===== src/cbt_pkg.sv =====
package cbt_pkg;

	// ==========================================================
	// Register map (byte addresses; printed offsets not all x4)
	localparam logic [7:0]  IDX_TIMING    = 8'h04;
	localparam logic [7:0]  IDX_PRESCALE  = 8'h06;
	localparam logic [7:0]  IDX_IRQ_FLAGS = 8'h08;
	localparam logic [7:0]  IDX_IRQ_MASK  = 8'h0a;
	localparam logic [7:0]  IDX_EVENTS    = 8'h10;
	localparam logic [7:0]  IDX_MBOX      = 8'h12;
	localparam logic [7:0]  IDX_STATUS    = 8'h14;
	localparam logic [11:0] ADDR_TIMING    = {2'b00, IDX_TIMING, 2'b00};
	localparam logic [11:0] ADDR_PRESCALE  = {2'b00, IDX_PRESCALE, 2'b00};
	localparam logic [11:0] ADDR_IRQ_FLAGS = {2'b00, IDX_IRQ_FLAGS, 2'b00};
	localparam logic [11:0] ADDR_IRQ_MASK  = {2'b00, IDX_IRQ_MASK, 2'b00};
	localparam logic [11:0] ADDR_EVENTS    = {2'b00, IDX_EVENTS, 2'b00};
	localparam logic [11:0] ADDR_MBOX      = {2'b00, IDX_MBOX, 2'b00};
	localparam logic [11:0] ADDR_STATUS    = {2'b00, IDX_STATUS, 2'b00};

	// ==========================================================
	// Field positions and reset values
	localparam int          SAMPLE_MODE_POS = 0;
	localparam int          FLAG_MODE_CHG   = 0;
	localparam int          FLAG_RX_DATA    = 1;
	localparam int          FLAG_RX_REMOTE  = 2;
	localparam int          FLAG_BUSOFF     = 6;
	localparam int          FLAG_OVERLOAD   = 7;
	localparam int          FLAG_MBOX_EMPTY = 8;
	localparam int          FLAG_OVERRUN    = 9;
	localparam int          FLAG_SLEEP_ACT  = 12;
	localparam int          FLAG_MSG_ERR    = 13;
	localparam logic [15:0] FLAGS_RESET     = 16'h0001;
	localparam logic [15:0] FLAGS_W1C       = 16'h30c1;
	localparam logic [15:0] FLAGS_LIVE      = 16'h33c7;
	localparam logic [15:0] MASK_RESET      = 16'hffff;
	localparam logic [15:0] TIMING_RESET    = 16'h0000;
	localparam logic [15:0] TIMING_RW       = 16'hf731;
	localparam logic [7:0]  PRESCALE_RESET  = 8'h00;
	localparam logic [8:0]  BUSOFF_LEVEL    = 9'h100;
	localparam int          MBOX_N          = 16;
	localparam logic [2:0]  TRIPLE_WIN      = 3'h3;

	// ==========================================================
	// Bit timing state
	typedef enum logic [1:0] {
		SEG_SYNC = 2'b00,
		SEG_ONE  = 2'b01,
		SEG_TWO  = 2'b10
	} cbt_seg_t;

	// Mailbox status carried in from the mailbox store
	typedef struct packed {
		logic [MBOX_N-1:0] rx_data_pending;
		logic [MBOX_N-1:0] rx_remote_pending;
		logic [MBOX_N-1:0] unread_msg_status;
		logic [MBOX_N-1:0] tx_ack_bits;
		logic [MBOX_N-1:0] abort_ack_bits;
		logic [MBOX_N-1:0] mbox_irq_mask;
	} cbt_mbox_t;

	// One-cycle protocol events and the test mode, sleep and error count levels from the frame engine
	typedef struct packed {
		logic       test_mode;
		logic       msg_error;
		logic       msg_overload;
		logic       asleep;
		logic       overload_cond;
		logic       recovery_done;
		logic       busoff_to_halt;
		logic       mode_change;
		logic       rx_to_pending;
		logic [8:0] tx_err_count;
	} cbt_evt_t;

endpackage : cbt_pkg


===== src/cbt_core.sv =====
`timescale 1ns/100ps

module cbt_core (
	input  wire logic             REF_CLK,
	input  wire logic             NRST,
	input  wire logic             PSEL,
	input  wire logic             PENABLE,
	input  wire logic             PWRITE,
	input  wire logic [11:0]      PADDR,
	input  wire logic [31:0]      PWDATA,
	output logic      [31:0]      PRDATA,
	output logic                  PREADY,
	output logic                  PSLVERR,
	input  wire logic             SOFT_RESET,
	input  wire logic             RX_LINE,
	input  wire cbt_pkg::cbt_evt_t EVT,
	input  wire cbt_pkg::cbt_mbox_t MBOX,
	output logic                  SAMPLE_STROBE,
	output logic                  RX_BIT,
	output logic                  BIT_START,
	output logic                  IRQ
);
	import cbt_pkg::*;

	// ==========================================================
	// Helpers
	// Majority of three samples
	function automatic logic vote(input logic [2:0] s);
		vote = (s[0] & s[1]) | (s[0] & s[2]) | (s[1] & s[2]);
	endfunction : vote

	// Segment length in quanta is code plus one
	function automatic logic [4:0] seg_len(input logic [3:0] code);
		seg_len = {1'b0, code} + 5'h01;
	endfunction : seg_len

	// Smaller of a phase error and the jump width
	function automatic logic [4:0] clip(input logic [4:0] err, input logic [4:0] lim);
		clip = (err > lim) ? lim : err;
	endfunction : clip

	// ==========================================================
	// Bus decode
	logic        acc;
	logic        wr;
	logic        hit_timing;
	logic        hit_prescale;
	logic        hit_flags;
	logic        hit_mask;
	logic        hit_events;
	logic        hit_mbox;
	logic        hit_status;
	logic        hit_any;
	logic [15:0] wdata;

	// Full twelve-bit compare; aliases of a register would hide software
	// address errors behind a quiet bus
	assign acc          = PSEL & PENABLE;
	assign wr           = acc & PWRITE;
	assign wdata        = PWDATA[15:0];
	assign hit_timing   = PADDR == ADDR_TIMING;
	assign hit_prescale = PADDR == ADDR_PRESCALE;
	assign hit_flags    = PADDR == ADDR_IRQ_FLAGS;
	assign hit_mask     = PADDR == ADDR_IRQ_MASK;
	assign hit_events   = PADDR == ADDR_EVENTS;
	assign hit_mbox     = PADDR == ADDR_MBOX;
	assign hit_status   = PADDR == ADDR_STATUS;
	assign hit_any      = hit_timing | hit_prescale | hit_flags | hit_mask
	                    | hit_events | hit_mbox | hit_status;

	// ==========================================================
	// Software registers
	logic [15:0] timing_reg;
	logic [7:0]  prescale_reg;
	logic [15:0] irq_mask_reg;

	// Soft reset gives the same values as the pin reset, so software can
	// restart the timing without touching the reset line
	// Reserved bits never store, so they read back zero
	always_ff @(posedge REF_CLK or negedge NRST) begin
		if (!NRST) begin
			timing_reg   <= TIMING_RESET;
			prescale_reg <= PRESCALE_RESET;
			irq_mask_reg <= MASK_RESET;
		end else if (SOFT_RESET) begin
			timing_reg   <= TIMING_RESET;
			prescale_reg <= PRESCALE_RESET;
			irq_mask_reg <= MASK_RESET;
		end else begin
			if (wr && hit_timing)
				timing_reg <= wdata & TIMING_RW;
			if (wr && hit_prescale)
				prescale_reg <= wdata[7:0];
			if (wr && hit_mask)
				irq_mask_reg <= wdata;
		end
	end

	logic [3:0] seg1_code;
	logic [2:0] seg2_code;
	logic [1:0] jump_code;
	logic       sample_mode_bit;
	logic [4:0] seg1_len;
	logic [4:0] seg2_len;
	logic [4:0] jump_width;

	// Field decode; prohibited codes are not trapped, they only give short
	// segments, so software must keep to the legal table
	assign seg1_code       = timing_reg[15:12];
	assign seg2_code       = timing_reg[10:8];
	assign jump_code       = timing_reg[5:4];
	assign sample_mode_bit = timing_reg[SAMPLE_MODE_POS];
	assign seg1_len        = seg_len(seg1_code);
	assign seg2_len        = seg_len({1'b0, seg2_code});
	assign jump_width      = seg_len({2'b00, jump_code});

	// ==========================================================
	// Quantum prescaler: 2*(field+1) clocks per quantum
	logic [8:0] presc_cnt;
	logic [8:0] presc_last;
	logic       tq_tick;

	// Greater-or-equal wraps at once when software shrinks the prescale
	// field below the running count, instead of counting round to 511
	assign presc_last = {prescale_reg, 1'b1};
	assign tq_tick    = presc_cnt >= presc_last;

	always_ff @(posedge REF_CLK or negedge NRST) begin
		if (!NRST)
			presc_cnt <= 9'h000;
		else if (SOFT_RESET || tq_tick)
			presc_cnt <= 9'h000;
		else
			presc_cnt <= presc_cnt + 9'h001;
	end

	// ==========================================================
	// Bit segment sequencer with resynchronisation
	// seg1_ext holds the phase correction of the running segment: quanta
	// added to segment one, or quanta cut from segment two; it is cleared at
	// each segment change, so one correction never leaks into the next
	logic       rx_prev;
	logic       edge_fall;
	cbt_seg_t   seg;
	cbt_seg_t   next_seg;
	logic [4:0] tq_cnt;
	logic [4:0] next_tq_cnt;
	logic [4:0] seg1_ext;
	logic [4:0] next_seg1_ext;
	logic [4:0] seg_end;
	logic [4:0] tq_left;
	logic [4:0] short_by;
	logic [4:0] late_by;
	logic       seg_done;
	logic       fix_free;
	logic       cut_now;

	assign edge_fall = rx_prev & ~RX_LINE;
	assign fix_free  = seg1_ext == 5'h00;
	assign seg_end   = (seg == SEG_ONE) ? seg1_len + seg1_ext : seg2_len - seg1_ext;
	// Greater-or-equal keeps a segment from running past its end when
	// software rewrites the timing register in mid-bit
	assign seg_done  = tq_tick && (tq_cnt >= seg_end - 5'h01);
	assign late_by   = clip(tq_cnt + 5'h01, jump_width);
	assign tq_left   = seg2_len - tq_cnt;
	assign short_by  = clip(tq_left, jump_width);
	// An early edge with no more than the jump width left ends the bit now
	assign cut_now   = edge_fall && fix_free && (tq_left <= jump_width);

	// Edge in sync slot needs no correction; late edge stretches phase one,
	// early edge (in segment two) cuts phase two by at most the jump width
	always_comb begin
		next_seg      = seg;
		next_tq_cnt   = tq_cnt;
		next_seg1_ext = seg1_ext;
		case (seg)
			SEG_SYNC: begin
				if (tq_tick) begin
					next_seg    = SEG_ONE;
					next_tq_cnt = 5'h00;
				end
			end
			SEG_ONE: begin
				if (edge_fall && fix_free)
					next_seg1_ext = late_by;
				if (seg_done) begin
					next_seg      = SEG_TWO;
					next_tq_cnt   = 5'h00;
					next_seg1_ext = 5'h00;
				end else if (tq_tick) begin
					next_tq_cnt = tq_cnt + 5'h01;
				end
			end
			SEG_TWO: begin
				if (edge_fall && fix_free)
					next_seg1_ext = short_by;
				if (seg_done || cut_now) begin
					next_seg      = SEG_SYNC;
					next_tq_cnt   = 5'h00;
					next_seg1_ext = 5'h00;
				end else if (tq_tick) begin
					next_tq_cnt = tq_cnt + 5'h01;
				end
			end
			default: begin
				next_seg      = SEG_SYNC;
				next_tq_cnt   = 5'h00;
				next_seg1_ext = 5'h00;
			end
		endcase
	end

	always_ff @(posedge REF_CLK or negedge NRST) begin
		if (!NRST) begin
			seg      <= SEG_SYNC;
			tq_cnt   <= 5'h00;
			seg1_ext <= 5'h00;
			rx_prev  <= 1'b1;
		end else if (SOFT_RESET) begin
			seg      <= SEG_SYNC;
			tq_cnt   <= 5'h00;
			seg1_ext <= 5'h00;
			rx_prev  <= 1'b1;
		end else begin
			seg      <= next_seg;
			tq_cnt   <= next_tq_cnt;
			seg1_ext <= next_seg1_ext;
			rx_prev  <= RX_LINE;
		end
	end

	// ==========================================================
	// Sampling: one point, or three on the last clocks of segment one
	// The shift register runs through all of segment one, so at the sample
	// point it holds the two clocks before it, even with a two-clock quantum when segment one is at least two quanta long
	logic       in_win;
	logic [2:0] samples;
	logic       take;
	logic       bit_val;

	assign in_win   = seg == SEG_ONE;
	assign take     = seg_done && (seg == SEG_ONE);
	assign bit_val  = sample_mode_bit ? vote({samples[1:0], RX_LINE}) : RX_LINE;

	always_ff @(posedge REF_CLK or negedge NRST) begin
		if (!NRST)
			samples <= 3'h7;
		else if (in_win)
			samples <= {samples[1:0], RX_LINE};
	end

	// Pulses are registered, so each lands one clock after its cause
	always_ff @(posedge REF_CLK or negedge NRST) begin
		if (!NRST) begin
			SAMPLE_STROBE <= 1'b0;
			RX_BIT        <= 1'b1;
			BIT_START     <= 1'b0;
		end else begin
			SAMPLE_STROBE <= take;
			BIT_START     <= (seg == SEG_SYNC) && tq_tick;
			if (take)
				RX_BIT <= bit_val;
		end
	end

	// ==========================================================
	// Interrupt flags
	logic [15:0] flags;
	logic [15:0] next_flags;
	logic [15:0] w1c;
	logic [15:0] irq_flags_reg;
	logic        overrun_hit;
	logic        overrun_idle;
	logic        mbox_empty;
	logic        rx_data_any;
	logic        rx_remote_any;

	assign w1c          = (wr && hit_flags) ? (wdata & FLAGS_W1C) : 16'h0000;
	assign overrun_hit  = EVT.rx_to_pending;
	assign overrun_idle = ~|(MBOX.unread_msg_status & ~MBOX.mbox_irq_mask);
	assign mbox_empty   = |((MBOX.tx_ack_bits | MBOX.abort_ack_bits)
	                      & ~MBOX.mbox_irq_mask);
	assign rx_data_any  = |(MBOX.rx_data_pending & ~MBOX.mbox_irq_mask);
	assign rx_remote_any = |(MBOX.rx_remote_pending & ~MBOX.mbox_irq_mask);

	// Set beats write-one-clear in the same cycle, so an event is never
	// lost to a clear that software issued a little too late
	always_comb begin
		next_flags = flags & ~w1c;
		if (EVT.test_mode && EVT.msg_error && !EVT.msg_overload)
			next_flags[FLAG_MSG_ERR] = 1'b1;
		if (EVT.asleep && !RX_LINE)
			next_flags[FLAG_SLEEP_ACT] = 1'b1;
		if (EVT.overload_cond)
			next_flags[FLAG_OVERLOAD] = 1'b1;
		if (EVT.tx_err_count >= BUSOFF_LEVEL || EVT.recovery_done || EVT.busoff_to_halt)
			next_flags[FLAG_BUSOFF] = 1'b1;
		if (EVT.mode_change)
			next_flags[FLAG_MODE_CHG] = 1'b1;
		if (overrun_hit)
			next_flags[FLAG_OVERRUN] = 1'b1;
		else if (overrun_idle)
			next_flags[FLAG_OVERRUN] = 1'b0;
		next_flags[FLAG_MBOX_EMPTY] = mbox_empty;
		next_flags[FLAG_RX_REMOTE]  = rx_remote_any;
		next_flags[FLAG_RX_DATA]    = rx_data_any;
		next_flags = next_flags & FLAGS_LIVE;
	end

	always_ff @(posedge REF_CLK or negedge NRST) begin
		if (!NRST)
			flags <= FLAGS_RESET;
		else if (SOFT_RESET)
			flags <= FLAGS_RESET;
		else
			flags <= next_flags;
	end

	// Read view of the flags; bits 5 to 3 are not modelled and stay zero
	assign irq_flags_reg = flags;

	// ==========================================================
	// Bus answer: always ready, registered read data
	// Read data is taken in the setup cycle, so it stands through the single
	// access cycle in which ready is high
	logic [31:0] rd_mux;

	assign rd_mux = hit_timing   ? {16'h0000, timing_reg}
	              : hit_prescale ? {24'h000000, prescale_reg}
	              : hit_flags    ? {16'h0000, irq_flags_reg}
	              : hit_mask     ? {16'h0000, irq_mask_reg}
	              : hit_mbox     ? {16'h0000, MBOX.tx_ack_bits
	                                | MBOX.abort_ack_bits}
	              : hit_status   ? {25'h0000000, EVT.tx_err_count >= BUSOFF_LEVEL,
	                                4'h0, seg}
	              : 32'h00000000;

	// IRQ follows the next flag value, so it rises on the same edge as the flag
	always_ff @(posedge REF_CLK or negedge NRST) begin
		if (!NRST) begin
			PRDATA  <= 32'h00000000;
			PREADY  <= 1'b0;
			PSLVERR <= 1'b0;
			IRQ     <= 1'b0;
		end else begin
			PREADY  <= PSEL & ~PENABLE;
			PSLVERR <= PSEL & ~PENABLE & ~hit_any;
			PRDATA  <= (PSEL && !PENABLE && !PWRITE) ? rd_mux : 32'h00000000;
			IRQ     <= |(next_flags & ~irq_mask_reg);
		end
	end

endmodule : cbt_core


===== config.mk =====
export PLATFORM = sky130hd
export DESIGN_NAME = cbt_core
export DESIGN_NICKNAME = d
export VERILOG_FILES = /design/src/cbt_pkg.sv /design/src/cbt_core.sv
export SDC_FILE = /design/constraint.sdc
export NUM_CORES = 1
export LEC_CHECK = 0
export ABC_AREA = 1
export BUFFER_PORTS_ARGS = -buffer_cell sky130_fd_sc_hd__buf_2
export CORE_ASPECT_RATIO = 1.25
export CORE_UTILIZATION = 52
export CTS_CLUSTER_DIAMETER = 60
export CTS_CLUSTER_SIZE = 16
export DETAILED_ROUTE_END_ITERATION = 6
export PLACE_DENSITY_LB_ADDON = 0.1
export SLEW_MARGIN = 20
export SYNTH_ARGS = -nofsm -noshare
export SYNTH_HDL_FRONTEND = slang
export SYNTH_SLANG_ARGS = --single-unit
export TNS_END_PERCENT = 50

===== constraint.sdc =====
create_clock -name REF_CLK -period 4.3 [get_ports REF_CLK]
set_clock_uncertainty 0.05 [all_clocks]
set_input_delay 1.29 -clock REF_CLK [delete_from_list [all_inputs] [get_ports REF_CLK]]
set_output_delay 1.29 -clock REF_CLK [all_outputs]
set_load 0.02 [all_outputs]

==> results.cfg, run 1 <==
[floorplan]
rows = 44
die_area_mm2 = 0.01228
die_width_um = 99.34
die-height_um = 123.7
start_util = 0.5327
io_pins = 203
fp.coreArea_mm2 = 0.01156

[finish]
regArea_mm2 = 0.002253
synthToLayoutAreaGrowth_pct = 19.67
nNetsFinal = 1207
fin_cells = 1143
fill_cells = 1057
multi_input_area_mm2 = 0.003289
final_cell_mix = nand2_1, buf_2, inv_1
drive_above_1_share = 0.2251
final_common_cell = nand2_1

[placed_design]
dp_hpwl_mm = 13.97
io_buffers = 162
dp.cells = 1126
dp_slack_ns = 0.8195
gp_congestion = 0.9721

[pwr]
ir_worst_vdd_mv = 0.2352
seq_power_share = 0.364
power_switching_uw = 937.1
p_per_area_mw_per_mm2 = 365.1
finalPower_mw = 2.691
swShare = 0.3483
p_comb_frac = 0.319
cellLeakagePower_nw = 3.944
internal-power_mw = 1.754
p_clk_frac = 0.317

[global_route]
use_met3 = 0.04602
grt_overflow = 0
grt_max_degree = 86
antenna_found_initial = 2
use_met1 = 0.3365
grt_pass1_vias = 5601
grt_pass1_wl_mm = 27.20
grtUsageMet2 = 0.5360
top_usage_layer = met2
grt_util_all_layers = 0.2927

[clock_tree]
cts.clk_slew.worst_paths_ns = 0.07
cts_root_buffer = clkbuf_16
clock_sinks = 89
cts_buffer_depth = 2
h-tree-depth = 3
cts-resized-gates = 0
cts_tree = yes
cts_setup_buffers = 0
cts_hold_buf = 0
numCtsBuffers = 9
clk_latency_ns = 0.34

[run]
maxCapViolations = 0

[synth]
yosys_warnings = 0
synth_area_leader_cell = dfrtp_1
yosys_most_used_dff = dfrtp_1
async_flop_share = 1.000
synthCells = 836
synth_seq_area_share = 0.3659
yosys_register_bits = 89
syn_area_mm2 = 0.006158
synth_edf_count = 0
synthDistinctLibCells = 46
synth_top_area_frac = 0.2763
syn_avg_cell_area_um2 = 7.367
synth.area.top_cells = dfrtp_1, nand2_1, o21ai_0

[routing]
antenna_left = 0
viasPerCell = 5.262
firstDrtPassIters = 5
vias = 6014
drcViolationCount = 0
wl_mm = 17.55
wire_per_inst_um = 15.35
drtIter0Drc = 360

[timing]
slew_headroom = 0.4907
fin_setup_tns_ns = 0
grt_setup_unrepaired = no
finalCritPeriodShare = 0.8119
setup_violations = 0
min_period_ns = 3.491
fmax_mhz = 286.4
hold_viol_final = 0
fin_ws_ns = 0.8087
worst_pin_slew_ns = 0.7640
drv_slew = 0

[setup_path]
cp-start-kind = flop
crit_family = simple AND/OR/NAND/NOR gates
regToRegSetupSlack_ns = 0.81
cpPeakStageDelay_ns = 0.45
crit_chain = ha_1, xor2_1, ha_1, inv_1, a21oi_1, nor2_1, nor2_1, o21ai_0, nand3_1, xnor2_1, ha_1, nand2_1, inv_1, o21ai_0, nand3_1, nand2_2, nand4_1, nand3_1, nand2_1, nand2_1
worstSetupEndpointType = flop
slowest_stage = dfrtp_1
cp.required_ns = 4.49
crit_arrival_ns = 3.68
critPathKind = flop to flop
crit_buf_inv = 2
path_max_fanout = 10

[run_status]
status = finished clean

[min_path]
hp-class = flop to flop
## Yosys cell counts (2+ instances only)
library cell,number
fa_1,3
nand2_1,215
ha_1,40
a21oi_1,40
nor3_4,3
and3_1,3
nor2_1,47
nand3_2,3
o21ai_1,3
buf_2,5
a31o_1,3
dfstp_2,21
a211oi_1,3
nor2_4,4
buf_4,19
inv_1,115
o21ai_0,112
dfrtp_1,68
o221ai_1,4
xnor2_1,5
nor3_1,11
nand3b_1,4
clkbuf_1,6
nand2_2,3
nand3_1,41
inv_2,5
o211ai_1,3
xor2_1,9
a31oi_1,5
nor4_1,2
nand4_1,16
## power by group through the flow
stage | Combinational (mW) | Clock (mW) | Sequential (mW)
floorplan | 0.596 | 0 | 0.984
global placement | 0.835 | 0 | 0.992
detailed placement | 0.848 | 0 | 0.993
CTS | 0.856 | 0.865 | 0.979
global route | 0.982 | 0.893 | 0.988
finish | 0.858 | 0.853 | 0.980
## kinds of logic after synthesis
group	after synthesis	share of synthesized area
fa+ha+maj	43	0.09102
xor+xnor	14	0.01991
simple gates	356	0.2562
buf+inv	153	0.1091
mux	1	0.001625
other cells	1	0.0006089
flops	89	0.3659
compound gates	179	0.1556
## worst paths after layout
check | start | to | cells after the start
max in group asynchronous | NRST | irq_mask_reg[7] | 2
worst min-delay path | irq_mask_reg[14] | irq_mask_reg[14] | 2
min in group asynchronous | NRST | PREADY | 1
worst max register to register | timing_reg[8] | seg1_ext[2] | 20
worst min register to register | irq_mask_reg[14] | irq_mask_reg[14] | 2
worst max-delay path | timing_reg[8] | seg1_ext[2] | 20
## worst min-delay path: cells and delay by family (launching register included)
family                 cells  cell delay, ns
buffers and inverters      1            0.04
AO/OA/AOI/OAI              1            0.07
flip-flops                 1            0.37
## area by class of cell
class,instances,share of cell area
clock buffers,10,0.03107
inverters,122,0.06384
flip-flops and latches,89,0.3058
clock inverters,6,0.01222
multi-input cells,609,0.4463
diodes,1,0.0003396
well taps,138,0.02343
repair buffers,168,0.1170
## stage by stage
stage               instance area (um2)    util  hold slack, ns
global route                       7367  0.6372          0.4495
floorplan                          6215       -          0.4105
detailed placement                 7044  0.6093          0.4255
CTS                                7363  0.6369          0.4379
finish                             7370  0.6374          0.4345
global placement                   7044  0.6093          0.4232
## per-layer routing
layer | routed length (um) | share of wire | up-vias
met3 | 1248 | 0.071 | 36
li1 | - | - | 3032
met2 | 8804 | 0.50 | 219
met1 | 6982 | 0.40 | 2725
met5 | 8 | 0.00046 | -
met4 | 503 | 0.029 | 2
No activity file was read; power rests on OpenSTA's default activity.
==> inputs of run 2 (changes only) <==
--- a/config.mk
+++ b/config.mk
@@ -5,10 +5,10 @@
 export SDC_FILE = /design/constraint.sdc
 export NUM_CORES = 1
 export LEC_CHECK = 0
-export ABC_AREA = 1
+export ABC_AREA = 0
 export BUFFER_PORTS_ARGS = -buffer_cell sky130_fd_sc_hd__buf_2
 export CORE_ASPECT_RATIO = 1.25
-export CORE_UTILIZATION = 52
+export CORE_UTILIZATION = 46
 export CTS_CLUSTER_DIAMETER = 60
 export CTS_CLUSTER_SIZE = 16
 export DETAILED_ROUTE_END_ITERATION = 6
==> constraint.sdc (replaced) <==
create_clock -name REF_CLK -period 2.83 [get_ports REF_CLK]
set_clock_uncertainty 0.05 [all_clocks]
set_input_delay 0.849 -clock REF_CLK [delete_from_list [all_inputs] [get_ports REF_CLK]]
set_output_delay 0.849 -clock REF_CLK [all_outputs]
set_load 0.02 [all_outputs]
==> run 2 against run 1 <==
Against the previous run: the flow now finishes with violations (setup timing); first-iteration DRC count decreased by 19%; area after synthesis fell by 2.8%; global-route usage decreased by 1.9 points; via count decreased by 2.6%; register-to-register slack lost 1.5 ns; power rose by 50%; clock-buffer cell count did not move; combinational power grew 54%; critical endpoint is now tq_cnt[2].
==> results.cfg, run 2 <==
[routing]
antenna_left = 0
drtIter0Drc = 293
wire_per_inst_um = 17.12
wl_mm = 18.59
vias = 5858
viasPerCell = 5.394
drcViolationCount = 0
firstDrtPassIters = 6

[timing]
grt_setup_unrepaired = yes
fin_ws_ns = -0.7125
min_period_ns = 3.542
whs_ns = 0.4406
hold_viol_final = 0
drv_slew = 0
fmax_mhz = 282.3
worst_pin_slew_ns = 0.7242
setup_violations = 14
slew_headroom = 0.5172
finalCritPeriodShare = 1.252

[synth]
yosys_register_bits = 89
async_flop_share = 1.000
synthCells = 672
syn_area_mm2 = 0.005987
synth_seq_area_share = 0.3764
synth_top_area_frac = 0.2842
yosys_warnings = 0
synth_area_leader_cell = dfrtp_1
yosys_most_used_dff = dfrtp_1
synthDistinctLibCells = 65
syn_avg_cell_area_um2 = 8.909
synth_edf_count = 0
synth.most_common_cell = nand2_1
synth.area.top_cells = dfrtp_1, dfstp_2, ha_1
synthTopCellsByCount = nand2_1, dfrtp_1, a21oi_1

[run]
maxCapViolations = 0

[finish]
fill_cells = 1177
final_cell_mix = buf_2, buf_4, nand2_1
synthToLayoutAreaGrowth_pct = 33.81
final_common_cell = buf_2
nNetsFinal = 1120
drive_above_1_share = 0.3631
utilization = 0.6298

[global_route]
grt_pass1_wl_mm = 28.86
grt_max_degree = 39
antenna_found_initial = 0
grt_util_all_layers = 0.2739
grt_overflow = 0
grt_pass1_vias = 6037

[setup_path]
critPathKind = flop to flop
cp-start-kind = flop
cp.required_ns = 3.05
path_max_fanout = 5
reg2reg_from = timing_reg[8]
worstSetupEndpointType = flop
cp-startpoint = timing_reg[8]
crit_arrival_ns = 3.76

[placed_design]
gp_congestion = 0.9015
io_buffers = 162
dp_hpwl_mm = 15.13

[clock_tree]
h-tree-depth = 3
cts_root_buffer = clkbuf_16
numCtsBuffers = 9
cts.clk_slew.worst_paths_ns = 0.06
cts_tree = yes
cts_buffer_depth = 2
clock_sinks = 89
clk_latency_ns = 0.34

[floorplan]
fp.coreArea_mm2 = 0.01272
die_width_um = 104.0
io_pins = 203
start_util = 0.4707
die_area_mm2 = 0.01348
rows = 46
die-height_um = 129.6

[pwr]
p_per_area_mw_per_mm2 = 503.1
ir_worst_vdd_mv = 0.2387
cellLeakagePower_nw = 3.743

[run_status]
status = complete, but fails checks
violations = setup timing

[min_path]
hp-class = input port to async pin
## run 2: changes by cell type in the layout (fill, tap and decap cells not counted), sizes merged, moves of 10 or more
cell and delta:
nand4 -10, nand3 -38, buf +82, a21oi +12, mux2i +15, o21ai -78, inv -77, a22oi +15
nor2b +44, mux2 +10, a2111oi +14, o22ai +11, nand2 -136
## run 2: metrics by stage
| step | setup TNS (ns) | setup WS [ns] | instance area [um2] | power [mW] | instances |
|---|---|---|---|---|---|
| 6_report | -8.582 | -0.7125 | 8011 | 4.030 | 1086 |
| 5_1_grt | -10.66 | -0.8653 | 8009 | 4.232 | 1085 |
| 4_1_cts | -7.770 | -0.6691 | 7940 | 3.961 | 1084 |
| 3_5_place_dp | -14.15 | -0.8113 | 7569 | 2.632 | 1065 |
| 3_3_place_gp | -10.80 | -0.6689 | 7569 | 2.598 | 1065 |
| 2_1_floorplan | -4.842 | -0.4357 | 6086 | 2.137 | 687 |
## run 2: report_power, final
group / switching [mW] / internal, mW / leakage (nW)
sequential: 0.0530 / 1.36 / 1.15
clock: 0.514 / 0.779 / 0.151
combinational: 0.701 / 0.623 / 2.44
total: 1.27 / 2.76 / 3.74
## run 2: timing repair
action                     4_1_cts  5_1_grt
setup buffers                    3        1
gates resized for setup          9       13
pin swaps                       13       16
hold buffers                     0        0
gates cloned                     0        0
setup endpoints to repair       15       15
## run 2: cells by family after synthesis
kind of cell    synth area share
simple gates              0.2071
compound gates            0.1806
flops                     0.3764
buf+inv                  0.06249
fa+ha+maj                0.09363
mux                      0.04556
xor+xnor                 0.03365
other cells            0.0006264
## run 2: area by class of cell
class / count / area, um2 / area share
clock inverter: 6 / 91.34 / 0.01140
inverter: 44 / 165.2 / 0.02062
tap: 168 / 210.2 / 0.02624
timing repair buffer: 250 / 1511 / 0.1887
clock buffer: 10 / 229.0 / 0.02858
sequential: 89 / 2255 / 0.2814
multi-input combinational: 518 / 3547 / 0.4428
antenna: 1 / 2.502 / 0.0003124
## run 2: path summary, 6_finish.rpt
check / end / slack, ns / depth (start not counted)
max: tq_cnt[2] / -0.71 / 13
min: seg1_ext[1] / 0.44 / 1
max reg2reg: tq_cnt[2] / -0.71 / 13
max in group asynchronous: RX_BIT / 1.61 / 2
min reg2reg: PRDATA[11] / 0.45 / 2
min in group REF_CLK: PRDATA[11] / 0.45 / 2
## run 2: metal layers
metal | GRT usage | share of wire | wire length [um] | vias to the layer above
met3 | 0.03773 | 0.039 | 716 | 46
met1 | 0.3075 | 0.39 | 7215 | 2841
met4 | 0.1185 | 0.029 | 546 | 0
met5 | 0 | 0 | 0 | -
met2 | 0.5196 | 0.54 | 10120 | 169
li1 | - | - | - | 2802
## run 2: worst max-delay path, stage by stage, from the launching register on
cell      delay (ns)
dfrtp_2         0.44
ha_4            0.31
inv_2           0.05
fa_1            0.43
mux2_4          0.30
ha_4            0.17
xor2_1          0.19
ha_1            0.27
and3_4          0.18
a31oi_4         0.19
nand2_2         0.10
and2_4          0.17
a2111o_1        0.47
nor2_1          0.14
